## src/hdl/pwd_timer_pkg.sv

```systemverilog
// Function
// - Width equals period times overflow-extended capture plus one
// - Input sampled on selected operating clock tick
// - Width mode counter counts up
// - Start trigger sets enable, waits start edge
// - Start edge clears counter, counts from zero
// - Capture edge stores counter, pulses interrupt
// - Overflow flag updated at every capture
// - Counter halts at capture plus one, rearms
// - Multiple wraps still only set overflow flag
// - Edge codes select low or high width
// - Clock select codes pick prescaled clocks
// - Stop clears enable, holds counter and flag
// - Unit disable resets channel, blocks writes
// - Delay interrupt after data plus one ticks
// - Delay mode counts down after trigger
// - Edge loads data, zero raises interrupt, stops
// - Start write while enabled acts as edge
// - New data value used from next period
// - Upper-half start sets upper-half enable status
// - Per-channel noise filter enable or bypass
package pwd_timer_pkg;

  localparam int ADDR_W = 4;
  localparam int DATA_W = 16;

  // ----------------------------------------------------------------
  // Register offsets
  // ----------------------------------------------------------------
  localparam logic [3:0] OFS_MODE = 4'h0;
  localparam logic [3:0] OFS_DATA = 4'h1;
  localparam logic [3:0] OFS_COUNT = 4'h2;
  localparam logic [3:0] OFS_STATUS = 4'h3;
  localparam logic [3:0] OFS_TRIGGER = 4'h4;
  localparam logic [3:0] OFS_ENABLE = 4'h5;
  localparam logic [3:0] OFS_CONFIG = 4'h6;
  localparam logic [3:0] OFS_PRESCALE = 4'h7;

  // ----------------------------------------------------------------
  // Field positions and codes
  // ----------------------------------------------------------------
  localparam int TRG_START_BIT = 0;
  localparam int TRG_STOP_BIT = 1;
  localparam int TRG_UPPER_BIT = 2;
  localparam int CFG_UNIT_EN_BIT = 0;
  localparam int CFG_LIN_BIT = 1;
  localparam int CFG_FILTER_BIT = 2;
  localparam int OVF_BIT = 0;
  localparam int PRESCALE_FIELD_W = 4;
  localparam logic [2:0] MODE_WIDTH = 3'h6;
  localparam logic [2:0] MODE_DELAY = 3'h4;
  localparam logic [1:0] CIS_FALL = 2'h0;
  localparam logic [1:0] CIS_RISE = 2'h1;
  localparam logic [1:0] CIS_LOW_WIDTH = 2'h2;
  localparam logic [1:0] CIS_HIGH_WIDTH = 2'h3;
  localparam logic [1:0] CKS_ZERO = 2'h0;
  localparam logic [1:0] CKS_ONE = 2'h2;
  localparam logic [1:0] CKS_TWO = 2'h1;
  localparam logic [1:0] CKS_THREE = 2'h3;

  // ----------------------------------------------------------------
  // Reset values and counter limits
  // ----------------------------------------------------------------
  localparam logic [15:0] MODE_RST = 16'h0000;
  localparam logic [15:0] DATA_RST = 16'h0000;
  localparam logic [15:0] PRESCALE_RST = 16'h0000;
  localparam logic [15:0] COUNT_ZERO = 16'h0000;
  localparam logic [15:0] COUNT_ONE = 16'h0001;
  localparam logic [15:0] COUNT_MAX = 16'hFFFF;

  // ----------------------------------------------------------------
  // Types
  // ----------------------------------------------------------------
  typedef struct packed {
    logic [1:0] clk_sel;
    logic [5:0] rsv_hi;
    logic [1:0] edge_sel;
    logic [1:0] rsv_lo;
    logic [2:0] op_mode;
    logic start_irq_opt;
  } mode_ctrl_t;

  typedef struct packed {
    logic [ADDR_W-1:0] addr;
    logic [DATA_W-1:0] wdata;
    logic wr;
    logic rd;
  } reg_req_t;

  typedef enum logic [1:0] {ST_IDLE, ST_WAIT, ST_RUN} chan_state_t;

endpackage

```

## src/hdl/pulse_width_and_delay_timer.sv

```systemverilog
`timescale 1ns/10ps
module pulse_width_and_delay_timer
  import pwd_timer_pkg::*;
#(
  parameter int unsigned CHANNEL_ID = 1
) (
  input wire logic clk_i,
  input wire logic nrst_i,
  input wire reg_req_t bus_i,
  input wire logic capture_input_pin_i,
  input wire logic serial_receive_input_i,
  output logic [DATA_W-1:0] rdata_o,
  output logic channel_interrupt_o,
  output logic channel_enable_status_o
);

  // ----------------------------------------------------------------
  // State
  // ----------------------------------------------------------------
  localparam logic HAS_UPPER = (CHANNEL_ID == 1) || (CHANNEL_ID == 3);

  mode_ctrl_t mode_q;
  chan_state_t state_q;
  logic [15:0] data_q, count_q, prescale_q, div_q, rdata_q;
  logic ovf_q, ovf_pend_q, enable_q, upper_enable_q, irq_q;
  logic unit_en_q, lin_q, filt_en_q;
  logic samp_q, samp2_q, filt_q, filt_prev_q;

  logic [3:0] tick_k;
  logic tick, pin, rise, fall;
  logic is_width, is_delay, start_edge, capture_edge, delay_edge;
  logic launch_width, capture, delay_trig, delay_done;
  logic wr_ok, wr_cfg, start_wr, stop_wr, upper_wr;

  // ----------------------------------------------------------------
  // Write decode
  // ----------------------------------------------------------------
  // Only the config register stays writable with the unit off
  assign wr_ok = bus_i.wr && unit_en_q;
  assign wr_cfg = bus_i.wr && (bus_i.addr == OFS_CONFIG);
  assign start_wr = wr_ok && (bus_i.addr == OFS_TRIGGER) && bus_i.wdata[TRG_START_BIT];
  assign stop_wr = wr_ok && (bus_i.addr == OFS_TRIGGER) && bus_i.wdata[TRG_STOP_BIT];
  assign upper_wr = wr_ok && (bus_i.addr == OFS_TRIGGER) && bus_i.wdata[TRG_UPPER_BIT];

  always_ff @(posedge clk_i or negedge nrst_i) begin
    if (!nrst_i) begin
      unit_en_q <= 1'b0;
      lin_q <= 1'b0;
      filt_en_q <= 1'b0;
    end else if (wr_cfg) begin
      unit_en_q <= bus_i.wdata[CFG_UNIT_EN_BIT];
      lin_q <= bus_i.wdata[CFG_LIN_BIT];
      filt_en_q <= bus_i.wdata[CFG_FILTER_BIT];
    end
  end

  always_ff @(posedge clk_i or negedge nrst_i) begin
    if (!nrst_i) begin
      mode_q <= MODE_RST;
      prescale_q <= PRESCALE_RST;
    end else if (!unit_en_q) begin
      mode_q <= MODE_RST;
      prescale_q <= PRESCALE_RST;
    end else if (wr_ok && (bus_i.addr == OFS_MODE)) begin
      mode_q <= bus_i.wdata;
    end else if (wr_ok && (bus_i.addr == OFS_PRESCALE)) begin
      prescale_q <= bus_i.wdata;
    end
  end

  // ----------------------------------------------------------------
  // Prescaler and operating clock select
  // ----------------------------------------------------------------
  // Divider stops with the unit, standing in for the gated clock
  always_ff @(posedge clk_i or negedge nrst_i) begin
    if (!nrst_i) begin
      div_q <= COUNT_ZERO;
    end else if (!unit_en_q) begin
      div_q <= COUNT_ZERO;
    end else begin
      div_q <= div_q + COUNT_ONE;
    end
  end

  generate
    for (genvar k = 0; k < 4; k++) begin : g_presc
      logic [15:0] mask;
      assign mask = (COUNT_ONE << prescale_q[k*PRESCALE_FIELD_W +: PRESCALE_FIELD_W]) - COUNT_ONE;
      assign tick_k[k] = unit_en_q && ((div_q & mask) == mask);
    end
  endgenerate

  // Clocks two and three fall back to clock zero on other channels
  always_comb begin
    case (mode_q.clk_sel)
      CKS_ZERO: tick = tick_k[0];
      CKS_ONE: tick = tick_k[1];
      CKS_TWO: tick = HAS_UPPER ? tick_k[2] : tick_k[0];
      default: tick = HAS_UPPER ? tick_k[3] : tick_k[0];
    endcase
  end

  // ----------------------------------------------------------------
  // Input path: route, sample, filter, edge detect
  // ----------------------------------------------------------------
  assign pin = lin_q ? serial_receive_input_i : capture_input_pin_i;

  always_ff @(posedge clk_i or negedge nrst_i) begin
    if (!nrst_i) begin
      samp_q <= 1'b0;
      samp2_q <= 1'b0;
      filt_q <= 1'b0;
      filt_prev_q <= 1'b0;
    end else if (!unit_en_q) begin
      samp_q <= 1'b0;
      samp2_q <= 1'b0;
      filt_q <= 1'b0;
      filt_prev_q <= 1'b0;
    end else if (tick) begin
      samp_q <= pin;
      samp2_q <= samp_q;
      filt_prev_q <= filt_q;
      // Filter needs two equal samples; costs one tick of latency
      if (!filt_en_q || (samp_q == samp2_q)) begin
        filt_q <= samp_q;
      end
    end
  end

  // Both edges share the same latency, so widths stay exact
  assign rise = tick && filt_q && !filt_prev_q;
  assign fall = tick && !filt_q && filt_prev_q;

  // ----------------------------------------------------------------
  // Mode decode and events
  // ----------------------------------------------------------------
  assign is_width = (mode_q.op_mode == MODE_WIDTH);
  assign is_delay = (mode_q.op_mode == MODE_DELAY);

  always_comb begin
    start_edge = 1'b0;
    capture_edge = 1'b0;
    if (mode_q.edge_sel == CIS_HIGH_WIDTH) begin
      start_edge = rise;
      capture_edge = fall;
    end else if (mode_q.edge_sel == CIS_LOW_WIDTH) begin
      start_edge = fall;
      capture_edge = rise;
    end
  end

  always_comb begin
    case (mode_q.edge_sel)
      CIS_FALL: delay_edge = fall;
      CIS_RISE: delay_edge = rise;
      default: delay_edge = rise || fall;
    endcase
  end

  assign launch_width = is_width && (state_q == ST_WAIT) && start_edge;
  assign capture = is_width && (state_q == ST_RUN) && capture_edge;
  assign delay_trig = is_delay && (state_q == ST_WAIT) && enable_q
                      && (delay_edge || start_wr);
  assign delay_done = is_delay && (state_q == ST_RUN) && tick && (count_q == COUNT_ZERO);

  // ----------------------------------------------------------------
  // Channel sequencing
  // ----------------------------------------------------------------
  // A start while enabled is simply ignored in width mode
  always_ff @(posedge clk_i or negedge nrst_i) begin
    if (!nrst_i) begin
      state_q <= ST_IDLE;
      enable_q <= 1'b0;
    end else if (!unit_en_q) begin
      state_q <= ST_IDLE;
      enable_q <= 1'b0;
    end else if (stop_wr) begin
      state_q <= ST_IDLE;
      enable_q <= 1'b0;
    end else if (start_wr && !enable_q) begin
      state_q <= ST_WAIT;
      enable_q <= 1'b1;
    end else begin
      case (state_q)
        ST_WAIT: begin
          if (launch_width || delay_trig) begin
            state_q <= ST_RUN;
          end
        end
        ST_RUN: begin
          if (capture || delay_done) begin
            state_q <= ST_WAIT;
          end
        end
        default: begin
          state_q <= ST_IDLE;
        end
      endcase
    end
  end

  always_ff @(posedge clk_i or negedge nrst_i) begin
    if (!nrst_i) begin
      upper_enable_q <= 1'b0;
    end else if (!unit_en_q || stop_wr) begin
      upper_enable_q <= 1'b0;
    end else if (upper_wr && HAS_UPPER) begin
      upper_enable_q <= 1'b1;
    end
  end

  // ----------------------------------------------------------------
  // Counter
  // ----------------------------------------------------------------
  always_ff @(posedge clk_i or negedge nrst_i) begin
    if (!nrst_i) begin
      count_q <= COUNT_ZERO;
    end else if (!unit_en_q) begin
      count_q <= COUNT_ZERO;
    end else if (stop_wr) begin
      count_q <= count_q;
    end else if (launch_width) begin
      count_q <= COUNT_ZERO;
    end else if (delay_trig) begin
      count_q <= data_q;
    end else if ((state_q == ST_RUN) && tick) begin
      if (is_width) begin
        // Wraps at all ones; capture tick leaves value plus one
        count_q <= count_q + COUNT_ONE;
      end else if (is_delay && (count_q != COUNT_ZERO)) begin
        count_q <= count_q - COUNT_ONE;
      end
    end
  end

  // ----------------------------------------------------------------
  // Overflow tracking
  // ----------------------------------------------------------------
  // Repeated wraps collapse into one flag; the width is then invalid
  always_ff @(posedge clk_i or negedge nrst_i) begin
    if (!nrst_i) begin
      ovf_pend_q <= 1'b0;
    end else if (!unit_en_q || launch_width) begin
      ovf_pend_q <= 1'b0;
    end else if (is_width && (state_q == ST_RUN) && tick && !capture && !stop_wr
                 && (count_q == COUNT_MAX)) begin
      ovf_pend_q <= 1'b1;
    end
  end

  always_ff @(posedge clk_i or negedge nrst_i) begin
    if (!nrst_i) begin
      ovf_q <= 1'b0;
    end else if (!unit_en_q) begin
      ovf_q <= 1'b0;
    end else if (capture && !stop_wr) begin
      ovf_q <= ovf_pend_q;
    end
  end

  // ----------------------------------------------------------------
  // Data register and interrupt
  // ----------------------------------------------------------------
  // Capture wins over a software write in the same cycle
  always_ff @(posedge clk_i or negedge nrst_i) begin
    if (!nrst_i) begin
      data_q <= DATA_RST;
    end else if (!unit_en_q) begin
      data_q <= DATA_RST;
    end else if (capture && !stop_wr) begin
      data_q <= count_q;
    end else if (wr_ok && (bus_i.addr == OFS_DATA)) begin
      data_q <= bus_i.wdata;
    end
  end

  always_ff @(posedge clk_i or negedge nrst_i) begin
    if (!nrst_i) begin
      irq_q <= 1'b0;
    end else begin
      irq_q <= unit_en_q && !stop_wr && (capture || delay_done);
    end
  end

  // ----------------------------------------------------------------
  // Read port
  // ----------------------------------------------------------------
  always_ff @(posedge clk_i or negedge nrst_i) begin
    if (!nrst_i) begin
      rdata_q <= COUNT_ZERO;
    end else if (!bus_i.rd) begin
      rdata_q <= COUNT_ZERO;
    end else if (bus_i.addr == OFS_MODE) begin
      rdata_q <= mode_q;
    end else if (bus_i.addr == OFS_DATA) begin
      rdata_q <= data_q;
    end else if (bus_i.addr == OFS_COUNT) begin
      rdata_q <= count_q;
    end else if (bus_i.addr == OFS_STATUS) begin
      rdata_q <= {15'h0000, ovf_q};
    end else if (bus_i.addr == OFS_ENABLE) begin
      rdata_q <= {14'h0000, upper_enable_q, enable_q};
    end else if (bus_i.addr == OFS_CONFIG) begin
      rdata_q <= {13'h0000, filt_en_q, lin_q, unit_en_q};
    end else if (bus_i.addr == OFS_PRESCALE) begin
      rdata_q <= prescale_q;
    end else begin
      rdata_q <= COUNT_ZERO;
    end
  end

  assign rdata_o = rdata_q;
  assign channel_interrupt_o = irq_q;
  assign channel_enable_status_o = enable_q;
endmodule // pulse_width_and_delay_timer

```

## config.mk

```make
export PLATFORM = sky130hd
export DESIGN_NAME = pulse_width_and_delay_timer
export DESIGN_NICKNAME = d
export VERILOG_FILES = /design/src/hdl/pwd_timer_pkg.sv /design/src/hdl/pulse_width_and_delay_timer.sv
export SDC_FILE = /design/constraint.sdc
export NUM_CORES = 1
export LEC_CHECK = 0
export ABC_AREA = 1
export CORE_MARGIN = 2
export CORE_UTILIZATION = 30
export DETAILED_ROUTE_END_ITERATION = 6
export DONT_BUFFER_PORTS = 1
export HOLD_SLACK_MARGIN = 0.06
export PLACE_DENSITY = 0.51
export SYNTH_ARGS = -nofsm -noshare
export SYNTH_HDL_FRONTEND = slang
export SYNTH_SLANG_ARGS = --single-unit
```

## constraint.sdc

```tcl
create_clock -name clk_i -period 6.2 [get_ports clk_i]
set_input_delay 0.62 -clock clk_i [delete_from_list [all_inputs] [get_ports clk_i]]
set_output_delay 0.62 -clock clk_i [all_outputs]
set_load 0.005 [all_outputs]
```

==> results of run 1 <==
cells in the final DEF (no fill, tap or decap), drive strengths merged, types with 6 or more instances in the layout:
cell type,n
nand4,21
ha,19
inv,142
o21ai,119
a21oi,56
dfrtp,109
nand3,124
nand2,286
clkbuf,9
xnor2,6
o22ai,22
nor3,9
xor2,10
nor4,10
nor2,118
through the flow:
stage                     area, sq um  setup slack (ns)  cells  utilization [%]  hold slack [ns]
after global routing             8080              1.86   1410             33.1            0.234
after global placement           7740              2.26   1393             31.7            0.334
after floorplan                  7460              3.29   1100                -            0.324
after detailed placement         7740              2.28   1393             31.7            0.332
final                            8080              2.26   1410             33.1            0.193
after CTS                        8080              2.25   1410             33.1            0.240
cell families after synthesis:
logic type | after synthesis | share of synthesized area [%]
AO/OA/AOI/OAI | 210 | 15.1
XOR/XNOR | 16 | 1.88
adder cells (fa/ha/maj) | 20 | 3.46
buffers and inverters | 174 | 9.17
flip-flops | 109 | 36.6
multiplexers | 1 | 0.134
AND/OR/NAND/NOR | 570 | 33.7
power groups by stage:
stage	combinational, uW	clock, uW	sequential, uW
4_1_cts	789	646	811
3_3_place_gp	773	0	824
2_1_floorplan	610	0	804
5_1_grt	911	676	818
3_5_place_dp	768	0	825
6_report	787	637	811
worst paths after layout:
| path | start | depth (start not counted) | slack, ns | to |
|---|---|---|---|---|
| max | prescale_q[3]$_DFFE_PN0P_ | 20 | 2.26 | count_q[4]$_DFFE_PN0P_ |
| min | nrst_i | 1 | 0.19 | prescale_q[5]$_DFFE_PN0P_ |
| max reg2reg | prescale_q[3]$_DFFE_PN0P_ | 20 | 2.26 | count_q[4]$_DFFE_PN0P_ |
| min reg2reg | count_q[15]$_DFFE_PN0P_ | 2 | 0.48 | count_q[15]$_DFFE_PN0P_ |
| max in group asynchronous | nrst_i | 1 | 5.57 | rdata_o[11]$_DFF_PN0_ |
| min in group clk_i | bus_i[0] | 2 | 0.40 | rdata_o[1]$_DFF_PN0_ |
registers in the layout, indices dropped and copies added (netlist names), 2 cells and up:
name and count:
count_q 16, div_q 15, mode_q 16, state_q 2
rdata_o 16, prescale_q 16, data_q 16
metal layers:
metal  vias to the layer above  global-route usage, %  wire length [um]
met5                         -                      0                 0
met4                         0                   4.10               366
met3                        27                   2.27               823
met2                       146                   30.9             11400
met1                      3358                   25.9             11200
li1                       3590                      -                 -
area by class of cell:
class	count	area (sq um)
Clock buffer	9	225
Multi-Input combinational cell	817	4050
Fill cell	2678	16300
Clock inverter	7	87.6
Inverter	139	522
Tap cell	324	405
Timing Repair Buffer	5	57.6
Sequential cell	109	2730
critical path, stage by stage (launching register included):
cell and delay [ns]:
dfrtp_1 0.46, nor2_1 0.29, nand2_1 0.15, ha_1 0.34, nor2_1 0.05, a21oi_1 0.11
nand3_1 0.08, nor2_1 0.13, nand2_1 0.06, nor2_1 0.12, nand3_1 0.09, nand3_1 0.17
nand2_4 0.10, nor2_8 0.17, nand4_2 0.12, nand2_2 0.38, nand2_1 0.39, nand2_2 0.19
o21ai_2 0.23, nand2_1 0.12, nand2_1 0.05
==> results.sh, run 1 <==
export IMPL_status="complete, no violations"
export IMPL_synth_edf_count=0
export IMPL_synth_seq_cells=109
export IMPL_grt_setup_unrepaired="false"
export IMPL_cap_violations=0
export IMPL_clk_path_buf_depth=2
export IMPL_crit_fanout=23
export IMPL_synthFlopType="dfrtp_1"
export IMPL_gr_total_overflow=0
export IMPL_fp_row_count=57
export IMPL_crit_required_ns=6.46
export IMPL_fp_dieArea_sq_um=26100
export IMPL_num_io_pins=44
export IMPL_insertedDiodeCount=0
export IMPL_p_switching_uw=874
export IMPL_drtIter0Drc=564
export IMPL_internal_power_uw=1360
export IMPL_start_kind="flip-flop"
export IMPL_maxSlewViolCount=0
export IMPL_gr_usage_all_layers_pct=18.6
export IMPL_grt_pass1_vias=6662
export IMPL_grt_pass1_wl_um=38400
export IMPL_die_w_um=162
export IMPL_min_path_type="input pin to asynchronous set/reset pin"
export IMPL_tns_ns=0
export IMPL_cts_tree="yes"
export IMPL_synth_common_cells="nand2_1 (281), inv_1 (131), nand3_1 (122)"
export IMPL_clockRootBuffer="clkbuf_16"
export IMPL_path_clk_slew_ns=0.08
export IMPL_pwr_share_clk_pct=28.5
export IMPL_clock_sinks=109
export IMPL_setup_viol=0
export IMPL_power_density_nw_per_um2=277
export IMPL_power_uw=2240
export IMPL_area_growth_pct=8.30
export IMPL_post_cts_setup_buffers=0
export IMPL_port_buffers=0
export IMPL_grt_antenna_before_repair=0
export IMPL_hold_viol_final=0
export IMPL_grt_max_degree=110
export IMPL_arrival_ns=4.19
export IMPL_vias_per_cell=5.05
export IMPL_fin_nets=1127
export IMPL_numCtsBuffers=9
export IMPL_first_pass_iters=5
export IMPL_comb_power_share_pct=35.2
export IMPL_ir_drop_mv=0.135
export IMPL_postSynthCellCount=1100
export IMPL_core_sq_um=24400
export IMPL_start_util_pct=30.6
export IMPL_worstMarginPinSlew_ns=0.736
export IMPL_yosys_area_top_type="dfrtp_1"
export IMPL_drc=0
export IMPL_fp_dieH_um=162
export IMPL_yosysTopAreaCellShare_pct=36.6
export IMPL_crit_type="flip-flop to flip-flop"
export IMPL_swShare_pct=39.1
export IMPL_seqPwrFrac_pct=36.3
export IMPL_cts_resized=0
export IMPL_htreeDepth=3
export IMPL_drive_above_1_share_pct=4.79
export IMPL_ys_warn_count=0
export IMPL_synth_area_per_cell_sq_um=6.78
export IMPL_slew_headroom_pct=51.0
export IMPL_clk_latency_ns=0.37
export IMPL_holdBufCountCts=1
export IMPL_async_flop_share_pct=100
export IMPL_synth_fp_nets=1146
export IMPL_dpl_hpwl_um=17400
export IMPL_final_antenna_net_count=0
export IMPL_netlist_top_cells_area="dfrtp_1 (37%), nand2_1 (14%), nand3_1 (8.2%)"
export IMPL_yosysMostFrequentCell="nand2_1"
export IMPL_cp_end_kind="flip-flop"
export IMPL_ys_seq_area_share_pct=36.6
export IMPL_max_freq_mhz=254
export IMPL_wl_um=23800
export IMPL_fin_crit_sh_pct=63.5
export IMPL_syn_area_sq_um=7460
export IMPL_fin_skew_ns=0.0127
export IMPL_finalCriticalPeriod_ns=3.94
export IMPL_dr_total_vias=7121
export IMPL_place_gp_congestion=0.842
export IMPL_wl_per_cell_um=16.9
export IMPL_p_leak_uw=0.00375
export IMPL_synth_cell_types=43
No activity file was read; power rests on OpenSTA's default activity.
==> run 2, diff against run 1 <==
==> constraint.sdc (replaced) <==
create_clock -name clk_i -period 3.85 [get_ports clk_i]
set_input_delay 0.385 -clock clk_i [delete_from_list [all_inputs] [get_ports clk_i]]
set_output_delay 0.385 -clock clk_i [all_outputs]
set_load 0.005 [all_outputs]
==> results.sh, run 2 (synthesis gave the netlist of run 1 again) <==
export IMPL_hold_end="rdata_o[1]$_DFF_PN0_"
export IMPL_rr_endpoint="count_q[12]$_DFFE_PN0P_"
export IMPL_maxSlewViolCount=0
export IMPL_grt_pass1_vias=6681
export IMPL_crit_fanout=16
export IMPL_fp_row_count=57
export IMPL_rr_startpoint="prescale_q[3]$_DFFE_PN0P_"
export IMPL_setup_viol=0
export IMPL_path_clk_slew_ns=0.08
export IMPL_gr_total_overflow=0
export IMPL_fin_skew_ns=0.0129
export IMPL_cp_slowest_cell="dfrtp_1"
export IMPL_drtIter0Drc=570
export IMPL_crit_required_ns=4.16
export IMPL_num_io_pins=44
export IMPL_clockRootBuffer="clkbuf_16"
export IMPL_min_path_type="input pin to flip-flop"
export IMPL_worstMarginPinSlew_ns=0.639
export IMPL_cts_tree="yes"
export IMPL_crit_top_cell="nand2_1"
export IMPL_final_antenna_net_count=0
export IMPL_fin_util_pct=33.3
export IMPL_fp_dieArea_sq_um=26100
export IMPL_cpPeakStageDelay_ns=0.47
export IMPL_ir_drop_mv=0.195
export IMPL_clk_latency_ns=0.37
export IMPL_htreeDepth=3
export IMPL_grt_max_degree=110
export IMPL_first_pass_iters=7
export IMPL_area_growth_pct=8.87
export IMPL_power_density_nw_per_um2=437
export IMPL_insertedDiodeCount=0
export IMPL_max_freq_mhz=292
export IMPL_crit_type="flip-flop to flip-flop"
export IMPL_worst_hold_slack_ns=0.152
export IMPL_drive_above_1_share_pct=5.40
export IMPL_r2r_setup_slack_ns=0.42
export IMPL_fp_dieH_um=162
export IMPL_place_gp_congestion=0.868
export IMPL_fillers=2686
export IMPL_start_kind="flip-flop"
export IMPL_port_buffers=0
export IMPL_dr_total_vias=7180
export IMPL_fin_nets=1134
export IMPL_wl_um=23800
export IMPL_grt_setup_unrepaired="false"
export IMPL_grt_antenna_before_repair=0
export IMPL_arrival_ns=3.74
export IMPL_clock_sinks=109
export IMPL_cp_end_kind="flip-flop"
export IMPL_reg2reg_depth=21
export IMPL_final_instance_count_excl_fill=1417
export IMPL_finalCriticalPeriod_ns=3.43
export IMPL_dpl_hpwl_um=17600
export IMPL_vias_per_cell=5.07
export IMPL_status="complete, no violations"
export IMPL_cap_violations=0
export IMPL_die_w_um=162
export IMPL_min_path_cells=2
export IMPL_grt_pass1_wl_um=38200
export IMPL_start_util_pct=30.6
export IMPL_numCtsBuffers=9
export IMPL_min_from="bus_i[0]"
export IMPL_fin_crit_sh_pct=89.0
export IMPL_dp_cells=1399
export IMPL_slew_headroom_pct=57.4
export IMPL_worstPathCellList="nor2_1 -> nand2_1 -> ha_1 -> nor2_1 -> a21oi_1 -> nand3_1 -> nor2_1 -> nand2_1 -> nor2_1 -> nand3_1 -> nand3_1 -> nand2_4 -> nor2_8 -> nand4_1 -> nand2_1 -> nand2_1 -> nand2_2 -> nor2_2 -> nor2_8 -> nand2_1 -> nand2_1"
export IMPL_hold_viol_final=0
export IMPL_clk_path_buf_depth=2
export IMPL_final_common_cell="nand2_1"
export IMPL_p_leak_uw=0.00377
export IMPL_tns_ns=0
export IMPL_wl_per_cell_um=16.8
export IMPL_core_sq_um=24400
export IMPL_gr_usage_all_layers_pct=18.5
export IMPL_drc=0
export IMPL_final_cell_mix="nand2_1 (281), inv_1 (131), nand3_1 (122)"
## run 2: what timing repair did
item | in CTS | in global routing
setup buffers | 0 | 0
hold buffers | 2 | 0
gates resized for setup | 0 | 2
hold endpoints to repair | 109 | 0
setup endpoints to repair | 0 | 2
## run 2: how the worst max path moves through the flow
stage | slack (ns) | startpoint | to | depth (start not counted)
2_1_floorplan | 0.94 | mode_q[1]$_DFFE_PN0P_ | count_q[14]$_DFFE_PN0P_ | 20
3_3_place_gp | 0.30 | mode_q[1]$_DFFE_PN0P_ | count_q[15]$_DFFE_PN0P_ | 21
3_5_place_dp | 0.32 | mode_q[1]$_DFFE_PN0P_ | count_q[14]$_DFFE_PN0P_ | 20
4_1_cts | 0.30 | mode_q[1]$_DFFE_PN0P_ | count_q[14]$_DFFE_PN0P_ | 20
5_1_grt | 0.04 | prescale_q[3]$_DFFE_PN0P_ | count_q[7]$_DFFE_PN0P_ | 21
6_report | 0.42 | prescale_q[3]$_DFFE_PN0P_ | count_q[12]$_DFFE_PN0P_ | 21
## run 2: metal layers
| metal | up-vias | GRT usage (%) | part of all wire (%) |
|---|---|---|---|
| li1 | 3602 | - | - |
| met1 | 3368 | 26.3 | 47 |
| met2 | 182 | 29.1 | 46 |
| met3 | 28 | 2.89 | 5.0 |
| met4 | 0 | 5.11 | 1.9 |
| met5 | - | 0 | 0 |
## run 2: layout make-up
type                       instances  area [sq um]  share of cell area, %
clock buffer                       9           225                   2.77
clock inverter                     7          72.6                  0.894
inverter                         139           522                   6.42
multi-input combinational        817          4060                   49.9
sequential                       109          2730                   33.6
tap                              324           405                   4.99
timing repair buffer              12           113                   1.39
## run 2: report_power, final
group	leakage [uW]	total, uW	switching [uW]	internal [uW]
combinational	0.00213	1260	810	455
sequential	0.00150	1310	84.7	1220
clock	0.000142	979	471	508
total	0.00377	3550	1370	2190
## run 2: stage by stage
step	setup slack [ns]	power [uW]	instance area [sq um]
floorplan	0.938	2280	7460
global placement	0.296	2570	7780
detailed placement	0.320	2560	7780
CTS	0.300	3580	8120
global route	0.0357	3820	8120
finish	0.423	3550	8120
## run 2: worst max-delay path: cells and delay by family, from the launching register on
kind            cells  cell delay (ns)
flops               1             0.47
simple gates       19             2.48
fa+ha+maj           1             0.31
compound gates      1             0.11
